<file path="src/verilog/pulse_gear_pkg.sv">
// Constants for the command pulse decoder and electronic gear.
// Assumes byte addressing on a 32-bit Avalon-MM register port.
package pulse_gear_pkg;

   // Register byte offsets
   localparam logic [4:0] OFS_CTRL  = 5'h00;
   localparam logic [4:0] OFS_PPR   = 5'h04;
   localparam logic [4:0] OFS_NUM   = 5'h08;
   localparam logic [4:0] OFS_DEN   = 5'h0C;
   localparam logic [4:0] OFS_ENC   = 5'h10;
   localparam logic [4:0] OFS_COUNT = 5'h14;
   localparam logic [4:0] OFS_POS   = 5'h18;
   localparam logic [4:0] OFS_STAT  = 5'h1C;

   // Control field positions
   localparam int CTRL_INV_BIT = 0;
   localparam int CTRL_FMT_LSB = 1;

   // Values after reset
   localparam logic [0:0]  INV_RST = 1'h0;
   localparam logic [1:0]  FMT_RST = 2'h1;
   localparam logic [20:0] PPR_RST = 21'h002710;
   localparam logic [30:0] NUM_RST = 31'h00000000;
   localparam logic [30:0] DEN_RST = 31'h00002710;
   localparam logic [30:0] ENC_RST = 31'h00100000;

   // Input formats
   localparam logic [1:0] FMT_PULSE_PAIR = 2'h1;
   localparam logic [1:0] FMT_PULSE_DIR  = 2'h3;

   // Divider iterations, one per dividend bit
   localparam logic [5:0] DIV_STEPS = 6'h30;

   typedef enum logic [1:0] {
      SC_IDLE = 2'b01,
      SC_WAIT = 2'b10
   } scale_state_e;

endpackage

</file>
<file path="src/verilog/gear_divider.sv">
// Sequential restoring divider, unsigned 48-bit dividend by 31-bit divisor.
// Assumes start is a one-cycle pulse given only while busy is low.
`timescale 1ns/10ps
`default_nettype none

module gear_divider (
   input  wire  logic        clk,       // System clock
   input  wire  logic        srst,      // Synchronous reset
   input  wire  logic        start,     // Begin a division
   input  wire  logic [47:0] dividend,  // Magnitude to divide
   input  wire  logic [30:0] divisor,   // Nonzero divisor
   output logic              busy,      // Division in progress
   output logic              done,      // Result valid pulse
   output logic [47:0]       quotient,  // Result quotient
   output logic [30:0]       remainder  // Result remainder
);

   logic [5:0]  cnt_r;
   logic [47:0] q_r;
   logic [31:0] r_r;
   logic [30:0] d_r;
   logic [31:0] trial;

   assign trial     = {r_r[30:0], q_r[47]};
   assign quotient  = q_r;
   assign remainder = r_r[30:0];

   // ==========================================================
   // Shift and subtract
   always_ff @(posedge clk) begin
      done <= 1'b0;
      if (srst) begin
         busy  <= 1'b0;
         cnt_r <= 6'h00;
         q_r   <= 48'h000000000000;
         r_r   <= 32'h00000000;
         d_r   <= 31'h00000001;
      end else if (start && !busy) begin
         busy  <= 1'b1;
         cnt_r <= pulse_gear_pkg::DIV_STEPS;
         q_r   <= dividend;
         r_r   <= 32'h00000000;
         d_r   <= divisor;
      end else if (busy) begin
         if (trial >= {1'b0, d_r}) begin
            r_r <= trial - {1'b0, d_r};
            q_r <= {q_r[46:0], 1'b1};
         end else begin
            r_r <= trial;
            q_r <= {q_r[46:0], 1'b0};
         end
         cnt_r <= cnt_r - 6'h01;
         if (cnt_r == 6'h01) begin
            busy <= 1'b0;
            done <= 1'b1;
         end
      end
   end

endmodule

`default_nettype wire

</file>
<file path="src/verilog/command_pulse_decoder_gear.sv">
// Command pulse decoder with electronic gear and Avalon-MM settings.
// Assumes pulse inputs are asynchronous pins; one 25 MHz clock.
//
// The Avalon-MM interface to the registers and the register offsets are this design's own decisions.
`timescale 1ns/10ps
`default_nettype none

module command_pulse_decoder_gear (
   input  wire  logic        clk,              // 25 MHz clock
   input  wire  logic        srst,             // Synchronous reset
   input  wire  logic [4:0]  avs_address,      // Byte address
   input  wire  logic        avs_read,         // Read request
   input  wire  logic        avs_write,        // Write request
   input  wire  logic [31:0] avs_writedata,    // Write data
   input  wire  logic [3:0]  avs_byteenable,   // Byte lanes
   output logic [31:0]       avs_readdata,     // Read data
   output logic              avs_waitrequest,  // Hold off master
   input  wire  logic        pulse_line,       // Pulse or phase A pin
   input  wire  logic        direction_line,   // Sign or phase B pin
   output logic [31:0]       position_cmd,     // Scaled position
   output logic              position_update   // Scaling batch done pulse
);

   // ==========================================================
   // Settings
   logic        direction_invert_setting;
   logic [1:0]  input_format_setting;
   logic [20:0] pulses_per_rev_setting;
   logic [30:0] gear_numerator_setting;
   logic [30:0] gear_denominator_setting;
   logic [30:0] encoder_res_r;
   logic [31:0] input_count_r;
   logic [31:0] readdata_nxt;
   logic        req;
   logic        wr_en;

   function automatic logic [31:0] be_merge(input logic [31:0] old_v,
                                            input logic [31:0] new_v,
                                            input logic [3:0]  be);
      logic [31:0] res;
      res = old_v;
      for (int i = 0; i < 4; i++) begin
         if (be[i]) begin
            res[i*8 +: 8] = new_v[i*8 +: 8];
         end
      end
      return res;
   endfunction

   assign req   = avs_read || avs_write;
   assign wr_en = avs_write && !avs_waitrequest;

   // ==========================================================
   // Avalon handshake: answer one cycle after the request
   always_ff @(posedge clk) begin
      if (srst) begin
         avs_waitrequest <= 1'b1;
         avs_readdata    <= 32'h00000000;
      end else begin
         avs_waitrequest <= !(req && avs_waitrequest);
         if (avs_read && avs_waitrequest) begin
            avs_readdata <= readdata_nxt;
         end
      end
   end

   always_ff @(posedge clk) begin
      if (srst) begin
         direction_invert_setting <= pulse_gear_pkg::INV_RST;
         input_format_setting     <= pulse_gear_pkg::FMT_RST;
         pulses_per_rev_setting   <= pulse_gear_pkg::PPR_RST;
         gear_numerator_setting   <= pulse_gear_pkg::NUM_RST;
         gear_denominator_setting <= pulse_gear_pkg::DEN_RST;
         encoder_res_r            <= pulse_gear_pkg::ENC_RST;
      end else if (wr_en) begin
         case (avs_address)
            pulse_gear_pkg::OFS_CTRL: begin
               if (avs_byteenable[0]) begin
                  direction_invert_setting <=
                     avs_writedata[pulse_gear_pkg::CTRL_INV_BIT];
                  input_format_setting <=
                     avs_writedata[pulse_gear_pkg::CTRL_FMT_LSB +: 2];
               end
            end
            pulse_gear_pkg::OFS_PPR: pulses_per_rev_setting <=
               21'(be_merge({11'h000, pulses_per_rev_setting},
                            avs_writedata, avs_byteenable));
            pulse_gear_pkg::OFS_NUM: gear_numerator_setting <=
               31'(be_merge({1'b0, gear_numerator_setting},
                            avs_writedata, avs_byteenable));
            pulse_gear_pkg::OFS_DEN: gear_denominator_setting <=
               31'(be_merge({1'b0, gear_denominator_setting},
                            avs_writedata, avs_byteenable));
            pulse_gear_pkg::OFS_ENC: encoder_res_r <=
               31'(be_merge({1'b0, encoder_res_r},
                            avs_writedata, avs_byteenable));
            default: ;
         endcase
      end
   end

   // ==========================================================
   // Pin synchronisers and edge history
   logic p_s1, p_s2, p_s3;
   logic d_s1, d_s2, d_s3;
   logic raw_up, raw_dn;
   logic step_up_r, step_dn_r;

   always_ff @(posedge clk) begin
      if (srst) begin
         p_s1 <= 1'b0;
         p_s2 <= 1'b0;
         p_s3 <= 1'b0;
         d_s1 <= 1'b0;
         d_s2 <= 1'b0;
         d_s3 <= 1'b0;
      end else begin
         p_s1 <= pulse_line;
         p_s2 <= p_s1;
         p_s3 <= p_s2;
         d_s1 <= direction_line;
         d_s2 <= d_s1;
         d_s3 <= d_s2;
      end
   end

   // ==========================================================
   // Format decode; one step per quadrature edge or rising pulse edge at up to 4 Mpps
   always_comb begin
      raw_up = 1'b0;
      raw_dn = 1'b0;
      case (input_format_setting)
         pulse_gear_pkg::FMT_PULSE_PAIR: begin
            raw_up = p_s2 && !p_s3 && !(d_s2 && !d_s3);
            raw_dn = d_s2 && !d_s3 && !(p_s2 && !p_s3);
         end
         pulse_gear_pkg::FMT_PULSE_DIR: begin
            raw_up = p_s2 && !p_s3 && d_s2;
            raw_dn = p_s2 && !p_s3 && !d_s2;
         end
         default: begin
            if ((p_s2 ^ p_s3) != (d_s2 ^ d_s3)) begin
               raw_up = (p_s2 == d_s3);
               raw_dn = (p_s2 != d_s3);
            end
         end
      endcase
   end

   always_ff @(posedge clk) begin
      if (srst) begin
         step_up_r <= 1'b0;
         step_dn_r <= 1'b0;
      end else begin
         step_up_r <= direction_invert_setting ? raw_dn : raw_up;
         step_dn_r <= direction_invert_setting ? raw_up : raw_dn;
      end
   end

   always_ff @(posedge clk) begin
      if (srst) begin
         input_count_r <= 32'h00000000;
      end else if (step_up_r) begin
         input_count_r <= input_count_r + 32'h00000001;
      end else if (step_dn_r) begin
         input_count_r <= input_count_r - 32'h00000001;
      end
   end

   // ==========================================================
   // Ratio selection and scaling
   pulse_gear_pkg::scale_state_e sc_r;
   logic [30:0]        num_sel, den_sel, den_cur_r, rem_r, rem_base;
   logic signed [15:0] pend_r;
   logic signed [47:0] prod, dvd, qs;
   logic [47:0]        mag, div_q;
   logic [30:0]        div_r, rem_nxt;
   logic               neg_r, take, div_busy, div_done;

   always_comb begin
      if (pulses_per_rev_setting != 21'h000000) begin
         num_sel = encoder_res_r;
         den_sel = {10'h000, pulses_per_rev_setting};
      end else if (gear_numerator_setting == 31'h00000000) begin
         num_sel = encoder_res_r;
         den_sel = gear_denominator_setting;
      end else begin
         num_sel = gear_numerator_setting;
         den_sel = gear_denominator_setting;
      end
      if (den_sel == 31'h00000000) begin
         den_sel = 31'h00000001;
      end
   end

   assign take     = (sc_r == pulse_gear_pkg::SC_IDLE) && (pend_r != 16'sh0000);
   assign rem_base = (rem_r >= den_sel) ? 31'h00000000 : rem_r;
   assign prod     = pend_r * $signed({1'b0, num_sel});
   assign dvd      = prod + $signed({17'h00000, rem_base});
   assign mag      = dvd[47] ? 48'(-dvd) : 48'(dvd);

   always_comb begin
      qs      = $signed(div_q);
      rem_nxt = div_r;
      if (neg_r) begin
         if (div_r == 31'h00000000) begin
            qs = -$signed(div_q);
         end else begin
            qs      = -$signed(div_q) - 48'sh000000000001;
            rem_nxt = den_cur_r - div_r;
         end
      end
   end

   always_ff @(posedge clk) begin
      if (srst) begin
         pend_r <= 16'sh0000;
      end else begin
         pend_r <= (take ? 16'sh0000 : pend_r)
                 + (step_up_r ? 16'sh0001 : 16'sh0000)
                 - (step_dn_r ? 16'sh0001 : 16'sh0000);
      end
   end

   always_ff @(posedge clk) begin
      position_update <= 1'b0;
      if (srst) begin
         sc_r         <= pulse_gear_pkg::SC_IDLE;
         neg_r        <= 1'b0;
         den_cur_r    <= pulse_gear_pkg::DEN_RST;
         rem_r        <= 31'h00000000;
         position_cmd <= 32'h00000000;
      end else begin
         case (sc_r)
            pulse_gear_pkg::SC_IDLE: begin
               if (take) begin
                  neg_r     <= dvd[47];
                  den_cur_r <= den_sel;
                  sc_r      <= pulse_gear_pkg::SC_WAIT;
               end
            end
            pulse_gear_pkg::SC_WAIT: begin
               if (div_done) begin
                  rem_r           <= rem_nxt;
                  position_cmd    <= position_cmd + qs[31:0];
                  position_update <= 1'b1;
                  sc_r            <= pulse_gear_pkg::SC_IDLE;
               end
            end
            default: sc_r <= pulse_gear_pkg::SC_IDLE;
         endcase
      end
   end

   gear_divider u_div (
      .clk       (clk),
      .srst      (srst),
      .start     (take),
      .dividend  (mag),
      .divisor   (den_sel),
      .busy      (div_busy),
      .done      (div_done),
      .quotient  (div_q),
      .remainder (div_r)
   );

   // ==========================================================
   // Read mux
   always_comb begin
      case (avs_address)
         pulse_gear_pkg::OFS_CTRL:  readdata_nxt = {29'h00000000,
            input_format_setting, direction_invert_setting};
         pulse_gear_pkg::OFS_PPR:   readdata_nxt = {11'h000,
            pulses_per_rev_setting};
         pulse_gear_pkg::OFS_NUM:   readdata_nxt = {1'b0,
            gear_numerator_setting};
         pulse_gear_pkg::OFS_DEN:   readdata_nxt = {1'b0,
            gear_denominator_setting};
         pulse_gear_pkg::OFS_ENC:   readdata_nxt = {1'b0, encoder_res_r};
         pulse_gear_pkg::OFS_COUNT: readdata_nxt = input_count_r;
         pulse_gear_pkg::OFS_POS:   readdata_nxt = position_cmd;
         pulse_gear_pkg::OFS_STAT:  readdata_nxt = {30'h00000000,
            (rem_r != 31'h00000000), div_busy};
         default:                   readdata_nxt = 32'h00000000;
      endcase
   end

   logic quad_mode;
   assign quad_mode = !input_format_setting[0];
endmodule

`default_nettype wire

</file>
<file path="config.mk">
export PLATFORM = sky130hd
export DESIGN_NAME = command_pulse_decoder_gear
export DESIGN_NICKNAME = d
export VERILOG_FILES = /design/src/verilog/pulse_gear_pkg.sv /design/src/verilog/gear_divider.sv /design/src/verilog/command_pulse_decoder_gear.sv
export SDC_FILE = /design/constraint.sdc
export NUM_CORES = 2
export LEC_CHECK = 0
export BUFFER_PORTS_ARGS = -buffer_cell sky130_fd_sc_hd__buf_2
export CORE_MARGIN = 2
export CORE_UTILIZATION = 46
export DETAILED_ROUTE_END_ITERATION = 10
export HOLD_SLACK_MARGIN = 0.03
export PLACE_DENSITY_LB_ADDON = 0.2
export SYNTH_ARGS = -nofsm -noshare
export SYNTH_HDL_FRONTEND = slang
export SYNTH_SLANG_ARGS = --single-unit
</file>
<file path="constraint.sdc">
create_clock -name clk -period 18.02 [get_ports clk]
set_clock_uncertainty 0.15 [all_clocks]
set_input_delay 3.604 -clock clk [delete_from_list [all_inputs] [get_ports clk]]
set_output_delay 3.604 -clock clk [all_outputs]
set_load 0.03 [all_outputs]
</file>
# Word-level counts from Yosys, hierarchy flattened
# Index checks and enable logic that the tools add are counted.
# totals
register_bits,422
out_inout_bits,66
# op_classes
add_sub_neg,12
multipliers,1
order_cmp,2
n_eq_ne,17
n_mux,36
bitwise_logic,4
n_reduce_logical,51
# op_table
op,n
32-bit case mux with 8 select lines,1
31-bit 2-to-1 mux,8
48-bit 2-to-1 mux,3
32-bit 2-to-1 mux,4
31-bit logical NOT,3
31-bit subtractor,2
48-bit by 32-bit adder with 48-bit output,1
16-bit by 32-bit multiplier with 48-bit output,1
48-bit negation,1
3-bit AND reduction,16
"32-bit by 1-bit adder with 32-bit output, second input constant",1
32-bit adder,1
32-bit by 31-bit greater-or-equal comparator with 1-bit output,1
32-bit negation,1
"32-bit by 1-bit subtractor with 32-bit output, second input constant",1
"32-bit by 2-bit subtractor with 32-bit output, second input constant",1
31-bit greater-or-equal comparator,1
31-bit nonzero test,1
21-bit nonzero test,1
"5-bit == test, second input constant",4
16-bit by 2-bit adder with 16-bit output,1
16-bit 2-to-1 mux,1
16-bit nonzero test,1
16-bit by 2-bit subtractor with 16-bit output,1
other kinds (25),66

# Longest topological paths before layout
# logic_depth
depth_word,10
depth_mapped,48
depth_no_buf,42

# Cells and area by module
# Synthesis repeated with hierarchy kept, for this count alone.
# unflattened
hier_cells,5701
area_unflattened_um2,45747.6
# by_module_without_submodules
mod,instances,cells_each,area_per_inst_um2,seq_area_each_um2
command_pulse_decoder_gear,1,4791,38650.8,6085.8
gear_divider,1,910,7096.8,2362.3

# Worst setup path before layout
# OpenSTA, ideal clock, no wires.
# synth_path
kind,reg-to-reg
from,register pulses_per_rev_setting[7]
to,"register u_div.q_r[45], in the netlist u_div.quotient[45]"
setup_ns,0.074
t_arrival_ns,10.500
setup_slack_ns,7.296
path_stages_with_launch,40
path_buffers,3
period_less_slack_ns,10.724
path_cell_list,dfxtp_1 or4_1 nor4_1 clkbuf_1 a21oi_1 nand4_1 nor4_1 and4b_1 nor2b_1 and2_1 inv_1 ha_1 a21o_1 a21o_1 a211oi_1 o211ai_1 o221ai_1 a21oi_1 (+4 left out) inv_1 fa_1 fa_1 fa_1 inv_1 ha_1 buf_2 and4_1 and4_1 o2111ai_1 and3_1 buf_2 or4b_4 a2111oi_4 nand4_2 or3_1 or4_1 a31oi_1
# synth_via
elab_chain_cells,10
# synth_rtl
item,line_no,text
"start, declared",command_pulse_decoder_gear.sv:28,logic [20:0] pulses_per_rev_setting;
"start signal, assigned",command_pulse_decoder_gear.sv:71,pulses_per_rev_setting <= pulse_gear_pkg::PPR_RST;
"start signal, assigned",command_pulse_decoder_gear.sv:85,pulse_gear_pkg::OFS_PPR: pulses_per_rev_setting <=
"parallel branches: the longest is 6 deep, another holds 16-bit by 32-bit multiplier with 48-bit output",n/a,
48-bit by 32-bit adder with 48-bit output (*),command_pulse_decoder_gear.sv:199,"assign dvd = prod + $signed({17'h00000, rem_base});"
48-bit negation,command_pulse_decoder_gear.sv:200,assign mag = dvd[47] ? 48'(-dvd) : 48'(dvd);
48-bit 2-to-1 mux (*),command_pulse_decoder_gear.sv:200,
48-bit 2-to-1 mux (*),gear_divider.sv:38,end else if (start && !busy) begin
"end signal, assigned",gear_divider.sv:41,q_r <= dividend;
"end signal, assigned",gear_divider.sv:47,"q_r <= {q_r[46:0], 1'b1};"
"end signal, assigned",gear_divider.sv:50,"q_r <= {q_r[46:0], 1'b0};"
"end, declared",gear_divider.sv:19,logic [47:0] q_r;
# Every way passes the cells marked *.
# A chain may end at the register's enable or synchronous reset.

# Worst setup path in the final report
# layout_path
from,register pulses_per_rev_setting[3]
to,"register u_div.q_r[3], in the netlist u_div.quotient[3]"
# The elaborated chain is that of the path after synthesis.

==> results.py <==
metrics = {
    "routing": {
        "remaining_drc_errors": 0,
        "drtPass1Iterations": 6,
        "viasPerCell": 5.92,
        "wirelength_mm": 146,
        "drt_iter0_markers": 3329,
        "ant_nets": 0,
        "dr_total_vias": 40700,
        "post_drt_wl_per_cell_um": 21.3,
    },
    "clock_tree": {
        "cts_tree": "yes",
        "cts_buffers": 46,
        "clock_path_buffers": 3,
        "clk_pin_slew_ps": 60,
        "ctsResizeCount": 0,
        "hold_buffers": 0,
        "cts_root_buf": "clkbuf_16",
        "cts_sinks": 422,
        "cts_setup_buffers": 0,
        "worstSkewPairLatency_ps": 610,
        "htreeDepth": 2,
    },
    "hold_path": {
        "min_path_type": "flip-flop to flip-flop",
    },
    "logic_synthesis": {
        "ys.flop_type": "dfxtp_1",
        "synth_top_cells_by_area": "fa_1, dfxtp_1, ha_1",
        "yosys_register_bits": 422,
        "synth_edf_count": 0,
        "netlist_area_um2": 45600,
        "yosysTopAreaCell": "fa_1",
        "yosys.area.top_type_share_pct": 19.3,
        "synth.most_common_cell": "nand2_1",
        "synth_common_cells": "nand2_1, inv_1, fa_1",
        "syn-mean-instance-area_um2": 8.07,
        "yosys_warnings": 0,
        "synthArstFlopShare_pct": 0,
        "ys_types": 98,
        "netlist_instances": 5656,
        "ys_seq_area_share_pct": 18.5,
        "syn_nets": 6475,
    },
    "power_and_ir_drop": {
        "power_density_nw_per_um2": 128,
        "finalPower_mw": 6.23,
        "p_leak_nw": 19.8,
        "ir_worst_vdd_mv": 0.147,
    },
    "sta": {
        "finalWorstSetupSlack_ps": 4770,
        "max_freq_mhz": 75.4,
        "rsz0062_at_grt": "false",
        "finalCriticalPeriod_ps": 13250,
        "final_hold_viol_count": 0,
        "tightest_slew_ps": 1260,
        "fin_setup_tns_ps": 0,
        "period_share_pct": 73.6,
        "drv_slew": 0,
        "setup_viol": 0,
        "slew_headroom_pct": 15.1,
    },
    "global_routing": {
        "grt_pass1_wl_mm": 229,
        "grt_pass1_vias": 39400,
        "track_usage_pct": 28.4,
        "overflow": 0,
        "grt_max_degree": 88,
        "antenna_found_initial": 13,
    },
    "critical_path": {
        "end_kind": "flip-flop",
        "cp_common_cell": "fa_1",
        "worstSetupPathType": "flip-flop to flip-flop",
        "arrival_ps": 13600,
        "critPathLaunchType": "flip-flop",
        "crit_path_max_incr_delay_ps": 990,
        "worstPathRequired_ps": 18370,
        "crit_family": "simple AND/OR/NAND/NOR gates",
        "cp_slowest_cell": "and3_1",
        "critPathBufInv": 6,
        "critPathMaxFanout": 38,
    },
    "cells_and_area": {
        "syn2layout_area_growth_pct": 6.63,
        "nNetsFinal": 6376,
        "drive_above_1_share_pct": 6.91,
        "fillerInstances": 9788,
        "multiInputGateArea_um2": 33900,
        "register_area_um2": 8450,
    },
    "run": {
        "max_cap_viol_count": 0,
    },
    "die": {
        "pin_count": 113,
        "initial_core_util_pct": 46.4,
        "die_y_um": 319,
        "die_x_um": 319,
        "dieArea_um2": 102000,
        "row_count": 115,
        "core_um2": 98400,
    },
    "place": {
        "io_buffer_count": 111,
        "pre_cts_slack_ps": 5190,
        "hpwlAfterDp_mm": 113,
        "place_congestion": 0.967,
    },
    "status": {
        "status": "complete, no violations",
    },
}
worst register-to-register path: cells and delay by family (launching register included):
kind                       cells  cell delay, ps
and+or+nand+nor               14            5080
AOI/OAI and AO/OA             13            3280
adders and majority gates      7            3270
buffers and inverters          6            1030
DFF                            1             350
power breakdown:
group	switching, mW	internal (mW)	total (mW)
Sequential	0.210	1.07	1.28
Clock	0.425	0.538	0.963
Combinational	2.42	1.57	3.99
Total	3.05	3.18	6.23
kinds of logic after synthesis:
family                   after synthesis  synth area share (%)
flip-flops                           422                  18.5
XOR/XNOR                             197                  3.78
multiplexers                         143                  3.24
AND/OR/NAND/NOR                     1986                  21.1
adder cells (fa/ha/maj)              772                  28.4
buffers and inverters                903                  7.49
AO/OA/AOI/OAI                       1233                  17.4
area by class of cell:
class                      count  share of cell area (%)
sequential                   422                    17.4
inverter                     579                    4.47
clock buffer                  69                    2.81
tap                         1287                    3.31
timing repair buffer         177                    2.18
multi-input combinational   4331                    69.6
clock inverter                 9                   0.211
antenna                        3                  0.0154
cells in the final DEF (no fill, tap or decap), drive strengths merged, types with 105 or more instances in the layout:
| master | n |
|---|---|
| fa | 440 |
| o21ai | 199 |
| nor2 | 366 |
| buf | 177 |
| nand2 | 781 |
| mux2i | 105 |
| inv | 579 |
| and2 | 173 |
| xnor2 | 145 |
| nand3 | 121 |
| dfxtp | 422 |
| ha | 332 |
| a21oi | 412 |
registers in the layout, summed over array words and instances, names as in the netlist, 32 cells and up:
signal	cells
avs_readdata	32
input_count_r	32
u_div.quotient	48
position_cmd	32
worst paths after layout:
check	startpoint	end	slack, ps	cells past startpoint
setup / recovery	pulses_per_rev_setting[3]	u_div.quotient[3]	4770	40
hold / removal	d_s1	d_s2	280	1
setup reg to reg	pulses_per_rev_setting[3]	u_div.quotient[3]	4770	40
hold reg to reg	d_s1	d_s2	280	1
stage by stage:
| step | cell area, um2 | hold WS, ps | utilization [%] | std cells |
|---|---|---|---|---|
| 2_1_floorplan | 45600 | 264 | - | 5656 |
| 3_3_place_gp | 47200 | 277 | 47.9 | 6796 |
| 3_5_place_dp | 47200 | 272 | 47.9 | 6796 |
| 4_1_cts | 48700 | 286 | 49.4 | 6874 |
| 5_1_grt | 48700 | 307 | 49.4 | 6874 |
| 6_report | 48700 | 284 | 49.5 | 6877 |
layer usage:
layer	up-vias	wire [um]	track usage, %	part of all wire, %
li1	19100	-	-	-
met1	20000	63800	38.7	44
met2	1335	67200	46.4	46
met3	263	9580	3.78	6.5
met4	10	5770	9.91	3.9
met5	-	63	0	0.043
Power figures use the tool's default switching activity.
